**src/rtl/rx_cfg_pkg.sv**
```systemverilog
package rx_cfg_pkg;

    // ==================================================
    // Commands and register addresses
    localparam logic [3:0] CMD_NOP = 4'h0;
    localparam logic [3:0] CMD_WRITE = 4'h1;
    localparam logic [3:0] CMD_READ = 4'h2;
    localparam logic [3:0] CMD_MRESET = 4'h3;

    localparam logic [3:0] ADDR_POWER = 4'h0;
    localparam logic [3:0] ADDR_CONFIG = 4'h1;
    localparam logic [3:0] ADDR_CONTROL = 4'h2;
    localparam logic [3:0] ADDR_XTAL_DIV = 4'h3;
    localparam logic [3:0] ADDR_SLEEP_HI = 4'h4;
    localparam logic [3:0] ADDR_SLEEP_LO = 4'h5;
    localparam logic [3:0] ADDR_WAKE_DLY = 4'h6;
    localparam logic [3:0] ADDR_SETTLE_HI = 4'h7;
    localparam logic [3:0] ADDR_SETTLE_LO = 4'h8;
    localparam logic [3:0] ADDR_STATUS = 4'h9;
    localparam logic [3:0] ADDR_GAIN_HOLD = 4'hA;

    // ==================================================
    // Field positions
    localparam int PWR_AGC_EN_BIT = 6;
    localparam int PWR_MIXER_EN_BIT = 5;
    localparam int PWR_FSKBB_EN_BIT = 4;
    localparam int CFG_ACCURACY_BIT = 5;
    localparam int CFG_PRESCALE_LSB = 1;
    localparam int CFG_DRX_BIT = 0;
    localparam int CTL_AGC_LOCK_BIT = 6;
    localparam int CTL_POLL_START_BIT = 1;
    localparam int CTL_FSK_START_BIT = 0;
    localparam int STS_LOCK_BIT = 7;
    localparam int STS_AGC_BIT = 6;
    localparam int STS_ALIVE_BIT = 5;
    localparam int STS_POLL_DONE_BIT = 1;
    localparam int STS_FSK_DONE_BIT = 0;
    localparam int FRAME_HDR_BITS = 8;
    localparam int FRAME_BITS = 16;

    // ==================================================
    // Reset values
    localparam logic [7:0] RST_ZERO = 8'h00;
    localparam logic [7:0] RST_CONFIG = 8'h40;
    localparam logic [7:0] RST_GAIN_HOLD = 8'h0D;

    // ==================================================
    // Timing
    localparam int SYS_CLK_HZ = 250_000_000;
    localparam int REF_HZ = 100_000;
    localparam int REF_PERIOD_US = 1_000_000 / REF_HZ;
    localparam int WAKE_STEP_US = 120;
    localparam int WAKE_STEP_TICKS = WAKE_STEP_US / REF_PERIOD_US;
    localparam int SLEEP_BASE_SHIFT = 2;
    localparam int SETTLE_BASE_TICKS = 1;
    localparam int POLL_CAL_TICKS = 64;
    localparam int FSK_CAL_FULL_TICKS = 256;
    localparam int FSK_CAL_SHORT_TICKS = 32;
    localparam int ALIVE_TIMEOUT_NS = 1000;
    localparam int ALIVE_TIMEOUT_CYC =
        ALIVE_TIMEOUT_NS / (1_000_000_000 / SYS_CLK_HZ);

endpackage

```
**src/rtl/rx_config_calibration_regs.sv**
```systemverilog
`timescale 1ns/1ps
`default_nettype none

// Notes on behaviour
// - Divide crystal to 100kHz by divisor register
// - Reference times calibration and wake sequence
// - Commands: nop, write, read, master reset
// - Low gain for dwell, then LNA high
// - Dwell is two to register crystal periods
// - Dwell register resets to 0x0D
// - Poll calibration start self-clears, sets done
// - FSK calibration honours accuracy, self-clears, done
// - Wake cycle recalibrates poll timer, and FSK when FSK baseband is enabled
// - Eleven registers at addresses 0x0 to 0xA
// - Sixteen-bit sleep interval sets low-power time
// - Host wake delay extends low-power time
// - Settle: modules on, peaks and outputs held
// - Host must pull line low or restart
// - Status reports lock, gain, clock, done flags
// - Frame: command, address, data, MSB first
// - Master reset held while select stays high
module rx_config_calibration_regs (
    input wire logic SYS_CLK,
    input wire logic RESET_N,
    input wire logic SCLK,
    input wire logic CHIP_SEL_N,
    input wire logic BIDIR_SERIAL_LINE_IN,
    output logic BIDIR_SERIAL_LINE_OUT,
    output logic BIDIR_SERIAL_LINE_OE_N,
    input wire logic XTAL_CLK,
    input wire logic POWER_BELOW_THRESH,
    input wire logic PLL_LOCKED,
    output logic [7:0] POWER_CONFIG,
    output logic [7:0] DEVICE_CONFIG,
    output logic [7:0] XTAL_DIVISOR,
    output logic REF_TICK,
    output logic LNA_HIGH_GAIN,
    output logic RX_MODULES_ON,
    output logic PEAK_DET_HOLD,
    output logic DATA_OUT_EN,
    output logic ASK_TRACK_EN,
    output logic FSK_TRACK_EN
);

    typedef enum {DRX_IDLE, DRX_OFF, DRX_CPU, DRX_RF, DRX_RECV} drx_state_t;

    typedef struct packed {
        logic sclk_m, sclk_s, sclk_p;
        logic cs_m, cs_s, cs_p;
        logic dio_m, dio_s;
        logic xt_m, xt_s, xt_p;
        logic pwr_m, pwr_s;
        logic lock_m, lock_s;
        logic [7:0] power_configuration;
        logic [7:0] device_configuration;
        logic [7:0] control_calibration;
        logic [7:0] crystal_divisor;
        logic [7:0] sleep_interval_high;
        logic [7:0] sleep_interval_low;
        logic [7:0] host_wake_delay;
        logic [7:0] rf_settle_high;
        logic [7:0] rf_settle_low;
        logic [7:0] gain_hold_time;
        logic poll_cal_done;
        logic item_a;
        logic [15:0] shift;
        logic [4:0] bit_cnt;
        logic rd_next, rd_act;
        logic [3:0] rd_addr;
        logic [7:0] rd_sh;
        logic mreset;
        logic [7:0] poll_cnt;
        logic [8:0] fsk_cnt;
        logic [31:0] dwell_cnt;
        logic lna_high;
        logic [8:0] alive_cnt;
        drx_state_t discontinuous_receive;
        logic [23:0] drx_cnt;
        logic host_ack;
    } state_t;

    state_t s_q;
    state_t s_d;
    logic ref_tick;
    logic sclk_rise, sclk_fall, cs_fall, cs_rise, xt_rise;
    logic [15:0] shift_new;
    logic [4:0] cnt_new;
    logic [7:0] status;
    logic [31:0] dwell_target;
    logic [8:0] fsk_target;
    logic drx_on, alive;

    assign sclk_rise = s_q.sclk_s & ~s_q.sclk_p;
    assign sclk_fall = ~s_q.sclk_s & s_q.sclk_p;
    assign cs_fall = ~s_q.cs_s & s_q.cs_p;
    assign cs_rise = s_q.cs_s & ~s_q.cs_p;
    assign xt_rise = s_q.xt_s & ~s_q.xt_p;
    assign drx_on = s_q.device_configuration[rx_cfg_pkg::CFG_DRX_BIT];
    assign alive = s_q.alive_cnt < 9'(rx_cfg_pkg::ALIVE_TIMEOUT_CYC);
    assign dwell_target = 32'((33'h1 << s_q.gain_hold_time[4:0]) - 33'h1);
    assign fsk_target =
        s_q.device_configuration[rx_cfg_pkg::CFG_ACCURACY_BIT] ?
        9'(rx_cfg_pkg::FSK_CAL_FULL_TICKS) :
        9'(rx_cfg_pkg::FSK_CAL_SHORT_TICKS);

    // ==================================================
    // Status and read data
    always_comb begin
        status = 8'h00;
        status[rx_cfg_pkg::STS_LOCK_BIT] = s_q.lock_s;
        status[rx_cfg_pkg::STS_AGC_BIT] = ~s_q.lna_high;
        status[rx_cfg_pkg::STS_ALIVE_BIT] = alive;
        status[rx_cfg_pkg::STS_POLL_DONE_BIT] = s_q.poll_cal_done;
        status[rx_cfg_pkg::STS_FSK_DONE_BIT] = s_q.item_a;
    end

    function automatic logic [7:0] read_mux(input state_t st,
                                            input logic [3:0] a,
                                            input logic [7:0] sts);
        case (a)
            rx_cfg_pkg::ADDR_POWER: read_mux = st.power_configuration;
            rx_cfg_pkg::ADDR_CONFIG: read_mux = st.device_configuration;
            rx_cfg_pkg::ADDR_CONTROL: read_mux = st.control_calibration;
            rx_cfg_pkg::ADDR_XTAL_DIV: read_mux = st.crystal_divisor;
            rx_cfg_pkg::ADDR_SLEEP_HI: read_mux = st.sleep_interval_high;
            rx_cfg_pkg::ADDR_SLEEP_LO: read_mux = st.sleep_interval_low;
            rx_cfg_pkg::ADDR_WAKE_DLY: read_mux = st.host_wake_delay;
            rx_cfg_pkg::ADDR_SETTLE_HI: read_mux = st.rf_settle_high;
            rx_cfg_pkg::ADDR_SETTLE_LO: read_mux = st.rf_settle_low;
            rx_cfg_pkg::ADDR_STATUS: read_mux = sts;
            rx_cfg_pkg::ADDR_GAIN_HOLD: read_mux = st.gain_hold_time;
            default: read_mux = 8'h00;
        endcase
    endfunction

    // ==================================================
    // Reference divider, gated by the mixer enable bit
    ref_divider u_ref_divider (
        .clk(SYS_CLK),
        .rst_n(RESET_N),
        .xtal_rise(xt_rise),
        .enable(s_q.power_configuration[rx_cfg_pkg::PWR_MIXER_EN_BIT]),
        .divisor(s_q.crystal_divisor),
        .ref_tick(ref_tick)
    );

    assign shift_new = {s_q.shift[14:0], s_q.dio_s};
    assign cnt_new = s_q.bit_cnt + 5'h01;

    // ==================================================
    // Next state
    always_comb begin
        s_d = s_q;
        s_d.sclk_m = SCLK;
        s_d.sclk_s = s_q.sclk_m;
        s_d.sclk_p = s_q.sclk_s;
        s_d.cs_m = CHIP_SEL_N;
        s_d.cs_s = s_q.cs_m;
        s_d.cs_p = s_q.cs_s;
        s_d.dio_m = BIDIR_SERIAL_LINE_IN;
        s_d.dio_s = s_q.dio_m;
        s_d.xt_m = XTAL_CLK;
        s_d.xt_s = s_q.xt_m;
        s_d.xt_p = s_q.xt_s;
        s_d.pwr_m = POWER_BELOW_THRESH;
        s_d.pwr_s = s_q.pwr_m;
        s_d.lock_m = PLL_LOCKED;
        s_d.lock_s = s_q.lock_m;

        // Serial frame capture
        if (cs_fall) begin
            s_d.bit_cnt = 5'h00;
            s_d.mreset = 1'b0;
            if (s_q.rd_next) begin
                s_d.rd_act = 1'b1;
                s_d.rd_next = 1'b0;
                s_d.rd_sh = read_mux(s_q, s_q.rd_addr, status);
            end
        end else if (cs_rise) begin
            s_d.rd_act = 1'b0;
        end else if (!s_q.cs_s && s_q.rd_act) begin
            if (sclk_fall) begin
                s_d.rd_sh = {s_q.rd_sh[6:0], 1'b0};
            end
        end else if (!s_q.cs_s && sclk_rise &&
                     s_q.bit_cnt < 5'(rx_cfg_pkg::FRAME_BITS)) begin
            s_d.shift = shift_new;
            s_d.bit_cnt = cnt_new;
            if (cnt_new == 5'(rx_cfg_pkg::FRAME_HDR_BITS)) begin
                case (shift_new[7:4])
                    rx_cfg_pkg::CMD_READ: begin
                        s_d.rd_next = 1'b1;
                        s_d.rd_addr = shift_new[3:0];
                    end
                    rx_cfg_pkg::CMD_MRESET: s_d.mreset = 1'b1;
                    default: s_d.mreset = s_q.mreset;
                endcase
            end
            if (cnt_new == 5'(rx_cfg_pkg::FRAME_BITS) &&
                shift_new[15:12] == rx_cfg_pkg::CMD_WRITE) begin
                case (shift_new[11:8])
                    rx_cfg_pkg::ADDR_POWER:
                        s_d.power_configuration = shift_new[7:0];
                    rx_cfg_pkg::ADDR_CONFIG:
                        s_d.device_configuration = shift_new[7:0];
                    rx_cfg_pkg::ADDR_CONTROL: begin
                        s_d.control_calibration = shift_new[7:0] |
                            (s_q.control_calibration & 8'h03);
                        if (shift_new[rx_cfg_pkg::CTL_POLL_START_BIT]) begin
                            s_d.poll_cal_done = 1'b0;
                            s_d.poll_cnt = 8'h00;
                        end
                        if (shift_new[rx_cfg_pkg::CTL_FSK_START_BIT]) begin
                            s_d.item_a = 1'b0;
                            s_d.fsk_cnt = 9'h000;
                        end
                    end
                    rx_cfg_pkg::ADDR_XTAL_DIV:
                        s_d.crystal_divisor = shift_new[7:0];
                    rx_cfg_pkg::ADDR_SLEEP_HI:
                        s_d.sleep_interval_high = shift_new[7:0];
                    rx_cfg_pkg::ADDR_SLEEP_LO:
                        s_d.sleep_interval_low = shift_new[7:0];
                    rx_cfg_pkg::ADDR_WAKE_DLY:
                        s_d.host_wake_delay = shift_new[7:0];
                    rx_cfg_pkg::ADDR_SETTLE_HI:
                        s_d.rf_settle_high = shift_new[7:0];
                    rx_cfg_pkg::ADDR_SETTLE_LO:
                        s_d.rf_settle_low = shift_new[7:0];
                    rx_cfg_pkg::ADDR_GAIN_HOLD:
                        s_d.gain_hold_time = shift_new[7:0];
                    default: s_d.shift = shift_new;
                endcase
            end
        end

        // Calibration runs, timed by the reference
        if (s_q.control_calibration[rx_cfg_pkg::CTL_POLL_START_BIT] &&
            ref_tick) begin
            if (s_q.poll_cnt == 8'(rx_cfg_pkg::POLL_CAL_TICKS - 1)) begin
                s_d.control_calibration[rx_cfg_pkg::CTL_POLL_START_BIT] =
                    1'b0;
                s_d.poll_cal_done = 1'b1;
                s_d.poll_cnt = 8'h00;
            end else begin
                s_d.poll_cnt = s_q.poll_cnt + 8'h01;
            end
        end
        if (s_q.control_calibration[rx_cfg_pkg::CTL_FSK_START_BIT] &&
            ref_tick) begin
            if (s_q.fsk_cnt >= fsk_target - 9'h001) begin
                s_d.control_calibration[rx_cfg_pkg::CTL_FSK_START_BIT] =
                    1'b0;
                s_d.item_a = 1'b1;
                s_d.fsk_cnt = 9'h000;
            end else begin
                s_d.fsk_cnt = s_q.fsk_cnt + 9'h001;
            end
        end

        // Gain control with dwell in crystal periods
        if (!s_q.power_configuration[rx_cfg_pkg::PWR_AGC_EN_BIT]) begin
            s_d.lna_high = 1'b1;
            s_d.dwell_cnt = 32'h0000_0000;
        end else if (s_q.control_calibration[rx_cfg_pkg::CTL_AGC_LOCK_BIT]) begin
            s_d.dwell_cnt = 32'h0000_0000;
        end else if (!s_q.pwr_s) begin
            s_d.lna_high = 1'b0;
            s_d.dwell_cnt = 32'h0000_0000;
        end else if (!s_q.lna_high && xt_rise) begin
            if (s_q.dwell_cnt >= dwell_target) begin
                s_d.lna_high = 1'b1;
            end else begin
                s_d.dwell_cnt = s_q.dwell_cnt + 32'h0000_0001;
            end
        end

        // Crystal activity
        if (xt_rise) begin
            s_d.alive_cnt = 9'h000;
        end else if (alive) begin
            s_d.alive_cnt = s_q.alive_cnt + 9'h001;
        end

        // Discontinuous receive wake sequence
        if (!drx_on || !s_q.cs_s) begin
            s_d.discontinuous_receive = DRX_IDLE;
        end else begin
            case (s_q.discontinuous_receive)
                DRX_IDLE: begin
                    if (s_q.dio_s) begin
                        s_d.discontinuous_receive = DRX_OFF;
                        s_d.drx_cnt = 24'({s_q.sleep_interval_high,
                            s_q.sleep_interval_low} << (rx_cfg_pkg::
                            SLEEP_BASE_SHIFT * s_q.device_configuration[
                            rx_cfg_pkg::CFG_PRESCALE_LSB +: 2]));
                    end
                end
                DRX_OFF: begin
                    if (ref_tick) begin
                        if (s_q.drx_cnt == 24'h00_0000) begin
                            s_d.discontinuous_receive = DRX_CPU;
                            s_d.drx_cnt = 24'(s_q.host_wake_delay *
                                rx_cfg_pkg::WAKE_STEP_TICKS);
                        end else begin
                            s_d.drx_cnt = s_q.drx_cnt - 24'h00_0001;
                        end
                    end
                end
                DRX_CPU: begin
                    if (ref_tick) begin
                        if (s_q.drx_cnt == 24'h00_0000) begin
                            s_d.discontinuous_receive = DRX_RF;
                            s_d.host_ack = 1'b0;
                            s_d.drx_cnt = 24'({s_q.rf_settle_high,
                                s_q.rf_settle_low} *
                                rx_cfg_pkg::SETTLE_BASE_TICKS);
                            s_d.control_calibration[
                                rx_cfg_pkg::CTL_POLL_START_BIT] = 1'b1;
                            s_d.poll_cnt = 8'h00;
                            s_d.poll_cal_done = 1'b0;
                            if (s_q.power_configuration[
                                rx_cfg_pkg::PWR_FSKBB_EN_BIT]) begin
                                s_d.control_calibration[
                                    rx_cfg_pkg::CTL_FSK_START_BIT] = 1'b1;
                                s_d.fsk_cnt = 9'h000;
                                s_d.item_a = 1'b0;
                            end
                        end else begin
                            s_d.drx_cnt = s_q.drx_cnt - 24'h00_0001;
                        end
                    end
                end
                DRX_RF: begin
                    if (!s_q.dio_s) begin
                        s_d.host_ack = 1'b1;
                    end
                    if (ref_tick) begin
                        if (s_q.drx_cnt == 24'h00_0000) begin
                            s_d.discontinuous_receive = (s_q.host_ack || !s_q.dio_s) ?
                                DRX_RECV : DRX_IDLE;
                        end else begin
                            s_d.drx_cnt = s_q.drx_cnt - 24'h00_0001;
                        end
                    end
                end
                DRX_RECV: begin
                    if (s_q.dio_s) begin
                        s_d.discontinuous_receive = DRX_IDLE;
                    end
                end
                default: s_d.discontinuous_receive = DRX_IDLE;
            endcase
        end

        // Master reset returns registers to power-up values
        if (s_q.mreset) begin
            s_d.power_configuration = rx_cfg_pkg::RST_ZERO;
            s_d.device_configuration = rx_cfg_pkg::RST_CONFIG;
            s_d.control_calibration = rx_cfg_pkg::RST_ZERO;
            s_d.crystal_divisor = rx_cfg_pkg::RST_ZERO;
            s_d.sleep_interval_high = rx_cfg_pkg::RST_ZERO;
            s_d.sleep_interval_low = rx_cfg_pkg::RST_ZERO;
            s_d.host_wake_delay = rx_cfg_pkg::RST_ZERO;
            s_d.rf_settle_high = rx_cfg_pkg::RST_ZERO;
            s_d.rf_settle_low = rx_cfg_pkg::RST_ZERO;
            s_d.gain_hold_time = rx_cfg_pkg::RST_GAIN_HOLD;
            s_d.poll_cal_done = 1'b0;
            s_d.item_a = 1'b0;
            s_d.discontinuous_receive = DRX_IDLE;
        end
    end

    always_ff @(posedge SYS_CLK or negedge RESET_N) begin
        if (!RESET_N) begin
            s_q <= '0;
            s_q.cs_m <= 1'b1;
            s_q.cs_s <= 1'b1;
            s_q.cs_p <= 1'b1;
            s_q.device_configuration <= rx_cfg_pkg::RST_CONFIG;
            s_q.gain_hold_time <= rx_cfg_pkg::RST_GAIN_HOLD;
            s_q.alive_cnt <= 9'(rx_cfg_pkg::ALIVE_TIMEOUT_CYC);
            s_q.discontinuous_receive <= DRX_IDLE;
        end else begin
            s_q <= s_d;
        end
    end

    // ==================================================
    // Outputs
    assign BIDIR_SERIAL_LINE_OUT = s_q.rd_act ? s_q.rd_sh[7] : 1'b0;
    assign BIDIR_SERIAL_LINE_OE_N = ~(s_q.rd_act || s_q.discontinuous_receive == DRX_CPU);
    assign POWER_CONFIG = s_q.power_configuration;
    assign DEVICE_CONFIG = s_q.device_configuration;
    assign XTAL_DIVISOR = s_q.crystal_divisor;
    assign REF_TICK = ref_tick;
    assign LNA_HIGH_GAIN = s_q.lna_high;
    assign RX_MODULES_ON = !drx_on || s_q.discontinuous_receive == DRX_RF ||
        s_q.discontinuous_receive == DRX_RECV;
    assign PEAK_DET_HOLD = s_q.discontinuous_receive == DRX_RF;
    assign DATA_OUT_EN = !drx_on || s_q.discontinuous_receive == DRX_RECV;
    assign ASK_TRACK_EN = s_q.control_calibration[2];
    assign FSK_TRACK_EN = s_q.control_calibration[3];

endmodule // rx_config_calibration_regs

`default_nettype wire

```
**src/rtl/ref_divider.sv**
```systemverilog
`timescale 1ns/1ps
`default_nettype none

module ref_divider (
    input wire logic clk,
    input wire logic rst_n,
    input wire logic xtal_rise,
    input wire logic enable,
    input wire logic [7:0] divisor,
    output logic ref_tick
);

    typedef struct packed {
        logic [7:0] cnt;
        logic tick;
    } div_state_t;

    div_state_t s_q;
    div_state_t s_d;

    // ==================================================
    // Crystal edges counted down to the reference
    always_comb begin
        s_d = s_q;
        s_d.tick = 1'b0;
        if (!enable || divisor == 8'h00) begin
            s_d.cnt = 8'h00;
        end else if (xtal_rise) begin
            if (s_q.cnt >= divisor - 8'h01) begin
                s_d.cnt = 8'h00;
                s_d.tick = 1'b1;
            end else begin
                s_d.cnt = s_q.cnt + 8'h01;
            end
        end
    end

    always_ff @(posedge clk or negedge rst_n) begin
        if (!rst_n) begin
            s_q <= '0;
        end else begin
            s_q <= s_d;
        end
    end

    assign ref_tick = s_q.tick;

endmodule // ref_divider

`default_nettype wire

```
**config.mk**
```make
export PLATFORM = sky130hd
export DESIGN_NAME = rx_config_calibration_regs
export DESIGN_NICKNAME = d
export VERILOG_FILES = /design/src/rtl/rx_cfg_pkg.sv /design/src/rtl/rx_config_calibration_regs.sv /design/src/rtl/ref_divider.sv
export SDC_FILE = /design/constraint.sdc
export NUM_CORES = 1
export LEC_CHECK = 0
export ABC_AREA = 1
export BUFFER_PORTS_ARGS = -buffer_cell sky130_fd_sc_hd__clkbuf_2
export CAP_MARGIN = 40
export CORE_MARGIN = 2
export CORE_UTILIZATION = 52
export DETAILED_ROUTE_END_ITERATION = 16
export PLACE_DENSITY = 0.76
export SYNTH_ARGS = -nofsm -noshare
export SYNTH_HDL_FRONTEND = slang
export SYNTH_HIERARCHICAL = 1
export SYNTH_SLANG_ARGS = --single-unit
```
**constraint.sdc**
```tcl
create_clock -name SYS_CLK -period 6.77 [get_ports SYS_CLK]
set_input_delay 0.3385 -clock SYS_CLK [delete_from_list [all_inputs] [get_ports SYS_CLK]]
set_output_delay 0.3385 -clock SYS_CLK [all_outputs]
set_load 0.02 [all_outputs]
```
# Word-level counts from Yosys, hierarchy flattened
# Cells that the tools add are included.
[totals]
inputBits = 8
register_bits = 258
n_memories = 0
mem_bits_ro = 0
latch_bits = 0
mem_bits_rw = 0
wordCells = 308
[classes]
eq_ne = 58
order_cmp = 5
n_mul = 1
muxes = 101
addsub = 10
n_reduce_logical = 69
bitwise_logic = 17
shift = 2
div = 0
[ops]
columns = ["op", "count"]
rows = [
  ["$mux 104", 3],
  ["$mux 32", 8],
  ["$mux 98", 2],
  ["$mux 56", 3],
  ["$pmux 32 s5", 1],
  ["$mux 8", 18],
  ["$mux 17", 7],
  ["$mux 33", 3],
  ["$eq 32x3->1 const B", 3],
  ["$pmux 24 s4", 1],
  ["$pmux 8 s11", 1],
  ["$mux 82", 1],
  ["$mux 9", 9],
  ["$mux 24", 3],
  ["$reduce_and 6->1", 11],
  ["$eq 32x2->1 const B", 2],
  ["$mux 57", 1],
  ["$reduce_bool 2->1", 22],
  ["$mux 18", 2],
  ["$add 32x1->32 const B", 1],
  ["$eq 32x1->1 const B", 1],
  ["$eq 32x4->1 const B", 1],
  ["$eq 4x3->1 const B", 8],
  ["$ge 32x32->1", 1],
  ["other kinds (48)", 150],
]

# Depth between registers and ports, before layout
[logic_depth]
ltp_word = 16
ltp_mapped = 22
mapped_depth_nobuf = 20

# By module
# Netlist, hierarchy kept.
[modules_own_cells]
columns = ["mod", "area_per_inst_um2", "n_inst", "cells_each"]
rows = [
  ["rx_config_calibration_regs", 13983.4, 1, 1923],
  ["ref_divider", 904.6, 1, 122],
]

# Worst setup path after synthesis
# Ideal clock, no wire load.
[synth_path]
path_type = "flip-flop to flip-flop"
startpoint = "register s_q[157] in the netlist's numbering"
endpoint = "register s_q[67] in the netlist's numbering"
path_stages_with_launch = 23
arrival_ps = 3413
path_slack_ps = 3240
path_cell_list = "dfstp_2 > inv_1 > clkbuf_1 > buf_1 > nand4_1 > ha_1 > nand3_1 > nor2_1 > nand2_1 > nor2_1 > nand4_1 > xor2_1 > ha_1 > nand2_1 > nor2_1 > nand2_1 > nor2_1 > nand2_1 > nand3_1 > nand2_1 > buf_2 > nand2_1 > nand2_1"
[synth_between]
elab_chain_len = 5
[synth_lines]
columns = ["item", "line_no", "text"]
rows = [
  ["start, declared", "rx_config_calibration_regs.sv:82", "state_t s_q;"],
  ["$shl 1x5->32", "rx_config_calibration_regs.sv:100", "assign dwell_target = 32'((33'h1 << s_q.gain_hold_time[4:0]) - 33'h1);"],
  ["$sub 32x1->32", "rx_config_calibration_regs.sv:100", ""],
  ["$ge 32x32->1", "rx_config_calibration_regs.sv:271", "if (s_q.dwell_cnt >= dwell_target) begin"],
  ["$ne 4x4->1 (no source line)", "--", ""],
  ["$reduce_and 2->1 (no source line)", "--", ""],
]
# No other way between the ends.
# A chain may end at the register's enable or synchronous reset.

# Final worst setup path
[layout_path]
startpoint = "register s_q[158] in the netlist's numbering"
endpoint = "register s_q[95] in the netlist's numbering"
# The elaborated chain is that of the path after synthesis.

==> summary.txt <==
Logic synthesis
  • Fraction of post-synthesis cell area in the top cell type by area: 36.1%
  • Average size of a mapped cell: 7.28 sq um
  • Gate count of the mapped netlist: 2045
  • Yosys reg bits: 228
  • Ys flop type: dfrtp_1
  • Async SR Flop Fraction: 100%
  • Count of flip-flops with a built-in enable after synthesis: 0
  • Number of nets in the synthesized netlist: 2117
  • Library cell with the largest summed area after synthesis: dfrtp_1
  • Count of yosys warnings during synthesis: 6
  • Yosys cell types: 55
  • Leading post-synthesis cells by cell area: dfrtp_1 36%, nand2_1 13%, nand3_1 5.6%, nor2_1 5.6%, ha_1 5.3%
  • Seq/Total Area, Yosys: 38.4%
  • Cell area after synthesis: 14900 sq um

Critical path
  • Setup crit start kind: flip-flop
  • Crit path launch: s_q[158]
  • CP Capture Point: s_q[95]
  • R2R setup slack: 1.57 ns
  • Endpoint of the most critical register-to-register path: s_q[95]
  • R2R depth: 21
  • Type of destination of the critical path: flip-flop
  • Required time reported for the critical path endpoint: 7.20 ns
  • Crit path max fanout: 33
  • WP data arrival: 5.64 ns
  • Reg-to-reg critical path startpoint: s_q[158]
  • Startpoint-to-endpoint class of the critical path: flip-flop to flip-flop

Floorplanning
  • Initial Utilization: 53.2%
  • Count of boundary I/O pins: 41
  • Total die area: 30000 sq um
  • Die Ht: 173 um
  • Die boundary width: 173 um
  • Core outline area: 28000 sq um
  • Total number of placement rows: 61

Layout
  • Final layout net count: 2129
  • Number of cells in the finished layout apart from fillers: 2456
  • Fraction of final layout cells with drive strength greater than 1: 7.99%
  • Antenna diode count: 0
  • Final Instance Area: 16300 sq um
  • Area growth syn-to-layout: 9.56%

Clocking
  • Max Root-Sink Buffers: 3
  • Reg clk slew, reported paths: 0.06 ns
  • Post-CTS Setup Inserts: 0
  • Clock insertion delay at the later pin of the skew report: 0.57 ns
  • CTS HTree Levels: 1
  • Clock net sink count: 228
  • Clock tree from TritonCTS: built
  • Number of buffers created by CTS: 27
  • Clk root buf: clkbuf_16

Global route
  • First-pass GRT wire length: 69.9 mm
  • Pin count of the biggest net entering global routing: 96
  • All-layer global routing usage: 28.7%
  • Number of global-route vias before repair: 13300
  • Total congestion overflow: 0
  • Initial antenna violation count: 0

STA
  • Worst-case headroom to the max-slew limit: 38.8%
  • RSZ-0062 raised after global routing: false
  • Summed negative setup slack over all endpoints: 0 ns
  • Min Clock Period, post-route: 5.20 ns
  • Worst hold slack across all endpoints: 0.345 ns
  • Slack of the critical path: 1.57 ns
  • Fmax: 192 MHz
  • Slew of the pin with the lowest slew margin: 0.915 ns
  • Final-report max-slew violation count: 0
  • Final count of hold timing violations: 0
  • Finish-stage setup viols: 0
  • Period utilization: 76.9%
  • Post-route clock skew: 0.0340 ns

Place
  • Cell area after placement: 15300 sq um
  • Weighted congestion reported at the end of routability-driven placement: 1.02
  • Post-detail-place hpwl: 31.7 mm
  • # placed instances: 2399
  • Pre-CTS WS: 1.61 ns
  • Number of port buffers: 40

Drt
  • DR vias/cell: 5.78
  • Count of TritonRoute iterations in the first routing pass: 6
  • Post-detailed-routing wire length: 43.3 mm
  • Highest layer used for signal routing: met4
  • DRC violation total after the first TritonRoute iteration: 1338
  • Routed length on met3: 3.03 mm
  • Antenna violation net count after detailed routing: 0
  • Drt wl/cell: 17.6 um
  • Total via count after detailed routing: 14200
  • Post-route DRC violation count: 0
  • Total routed wire length on the met1 layer: 17.7 mm
  • Amount of wire on met2 after detailed routing: 20.7 mm

Power and ir drop
  • Maximum VDD drop: 219 uV
  • Leakage power total: 7.72 nW
  • Power per cell area: 189 nW/um^2

Job
  • Max-Cap Viols: 0

Hold path
  • Min-delay worst type: flip-flop to flip-flop

Run status
  • Run status: complete, no violations
==> metal layers <==
| metal | vias to the layer above | GRT usage, % |
|---|---|---|
| li1 | 6781 | - |
| met1 | 6705 | 37.4 |
| met2 | 580 | 47.7 |
| met3 | 132 | 4.42 |
| met4 | 0 | 11.9 |
| met5 | - | 0 |
==> stage by stage <==
step | power (mW) | utilization, %
5_1_grt | 3.19 | 58.2
3_5_place_dp | 1.58 | 54.7
4_1_cts | 3.11 | 58.2
3_3_place_gp | 1.57 | 54.3
2_1_floorplan | 1.52 | -
6_report | 3.09 | 58.2
==> critical path, cell delays in order, from the launching register on <==
cell and delay, ns:
dfrtp_1 0.88, inv_1 0.54, nand4_1 0.26, ha_1 0.24, nand3_1 0.20, nor2_1 0.28
nand2_1 0.13, nor2_1 0.17, nand4_1 0.12, xor2_1 0.16, ha_1 0.29, nand2_1 0.06
nor2_1 0.13, nand2_1 0.10, nor2_1 0.12, nand2_1 0.08, nand3_1 0.07, buf_4 0.34
nand2_1 0.49, buf_8 0.33, nand2_1 0.06, nand2_1 0.06
==> area by class of cell <==
| cell class | instances | area [sq um] |
|---|---|---|
| clock buffer | 39 | 781 |
| clock inverter | 11 | 149 |
| fill | 2534 | 11700 |
| inverter | 222 | 833 |
| multi-input combinational | 1520 | 7920 |
| sequential | 228 | 5720 |
| tap | 378 | 473 |
| timing repair buffer | 58 | 430 |
==> Yosys cell counts (4+ instances only) <==
cell and number:
nand3_1 168, nor2_4 7, clkinv_1 8, or2_2 4, a31oi_1 4, nand2_1 528
o211ai_1 13, ha_1 63, nand2_4 9, nand4_1 62, xor2_1 35, o21ai_1 21
a22oi_1 9, a21oi_1 75, dfstp_2 13, o21bai_1 11, inv_1 209, o21a_1 5
buf_1 5, xnor2_1 26, nor4_1 13, nor3b_1 5, dfrtp_1 215, clkbuf_1 29
nand3b_1 4, buf_4 25, nand2_2 4, nor2_1 221, inv_2 5, o21ai_0 102
nor3_1 40, o22ai_1 42, nor2_2 16, a211oi_1 4, buf_2 14
==> kinds of logic (layout without fill, tap and decap cells) <==
| logic type | Yosys count | count (layout) | synth area share, % |
|---|---|---|---|
| simple gates | 1090 | 1090 | 32.4 |
| compound gates | 304 | 304 | 11.8 |
| buf+inv | 297 | 330 | 8.36 |
| flops | 228 | 228 | 38.4 |
| fa+ha+maj | 64 | 64 | 5.43 |
| xor+xnor | 61 | 61 | 3.59 |
| other cells | 1 | 1 | 0.0252 |
==> worst min-delay path by stage <==
stage                  start            to  slack, ns  cells past startpoint
CTS                 s_d[239]      s_d[238]       0.35                      0
detailed placement  s_d[239]      s_d[238]       0.33                      0
finish              s_d[239]      s_d[238]       0.34                      0
global route        s_d[241]      s_q[241]       0.35                      0
floorplan            RESET_N  ASK_TRACK_EN       0.04                      0
global placement    s_d[241]      s_q[241]       0.33                      0
==> layout by cell type (no fill, tap or decap), types with 21 or more instances in the layout <==
cell	n
nor2_1	220
nand4_1	62
nand2_1	528
clkbuf_16	27
dfrtp_1	215
a21oi_1	75
xor2_1	35
xnor2_1	26
o22ai_1	42
o21ai_1	21
clkbuf_2	39
inv_1	209
nand3_1	168
ha_1	63
nor3_1	40
o21ai_0	102
==> sequential cells by signal, indices dropped and copies added, names as in the netlist <==
| signal | count |
|---|---|
| ASK_TRACK_EN | 1 |
| s_q | 183 |
| POWER_CONFIG | 8 |
| XTAL_DIVISOR | 8 |
| s_d | 9 |
| u_ref_divider/s_q | 8 |
| FSK_TRACK_EN | 1 |
| DEVICE_CONFIG | 8 |
| u_ref_divider/ref_tick | 1 |
| LNA_HIGH_GAIN | 1 |
==> where the power goes <==
part	internal [mW]	switching [mW]	total, mW
clock network	0.917	0.609	1.53
registers	1.41	0.0243	1.43
logic	0.0369	0.0917	0.129
total	2.36	0.725	3.09
==> timing repair <==
item	in CTS	in global routing
endpoints found under the hold margin	90	0
gates resized for setup	0	0
hold buffers	7	0
Note: power is estimated with default switching activity, not from simulation.
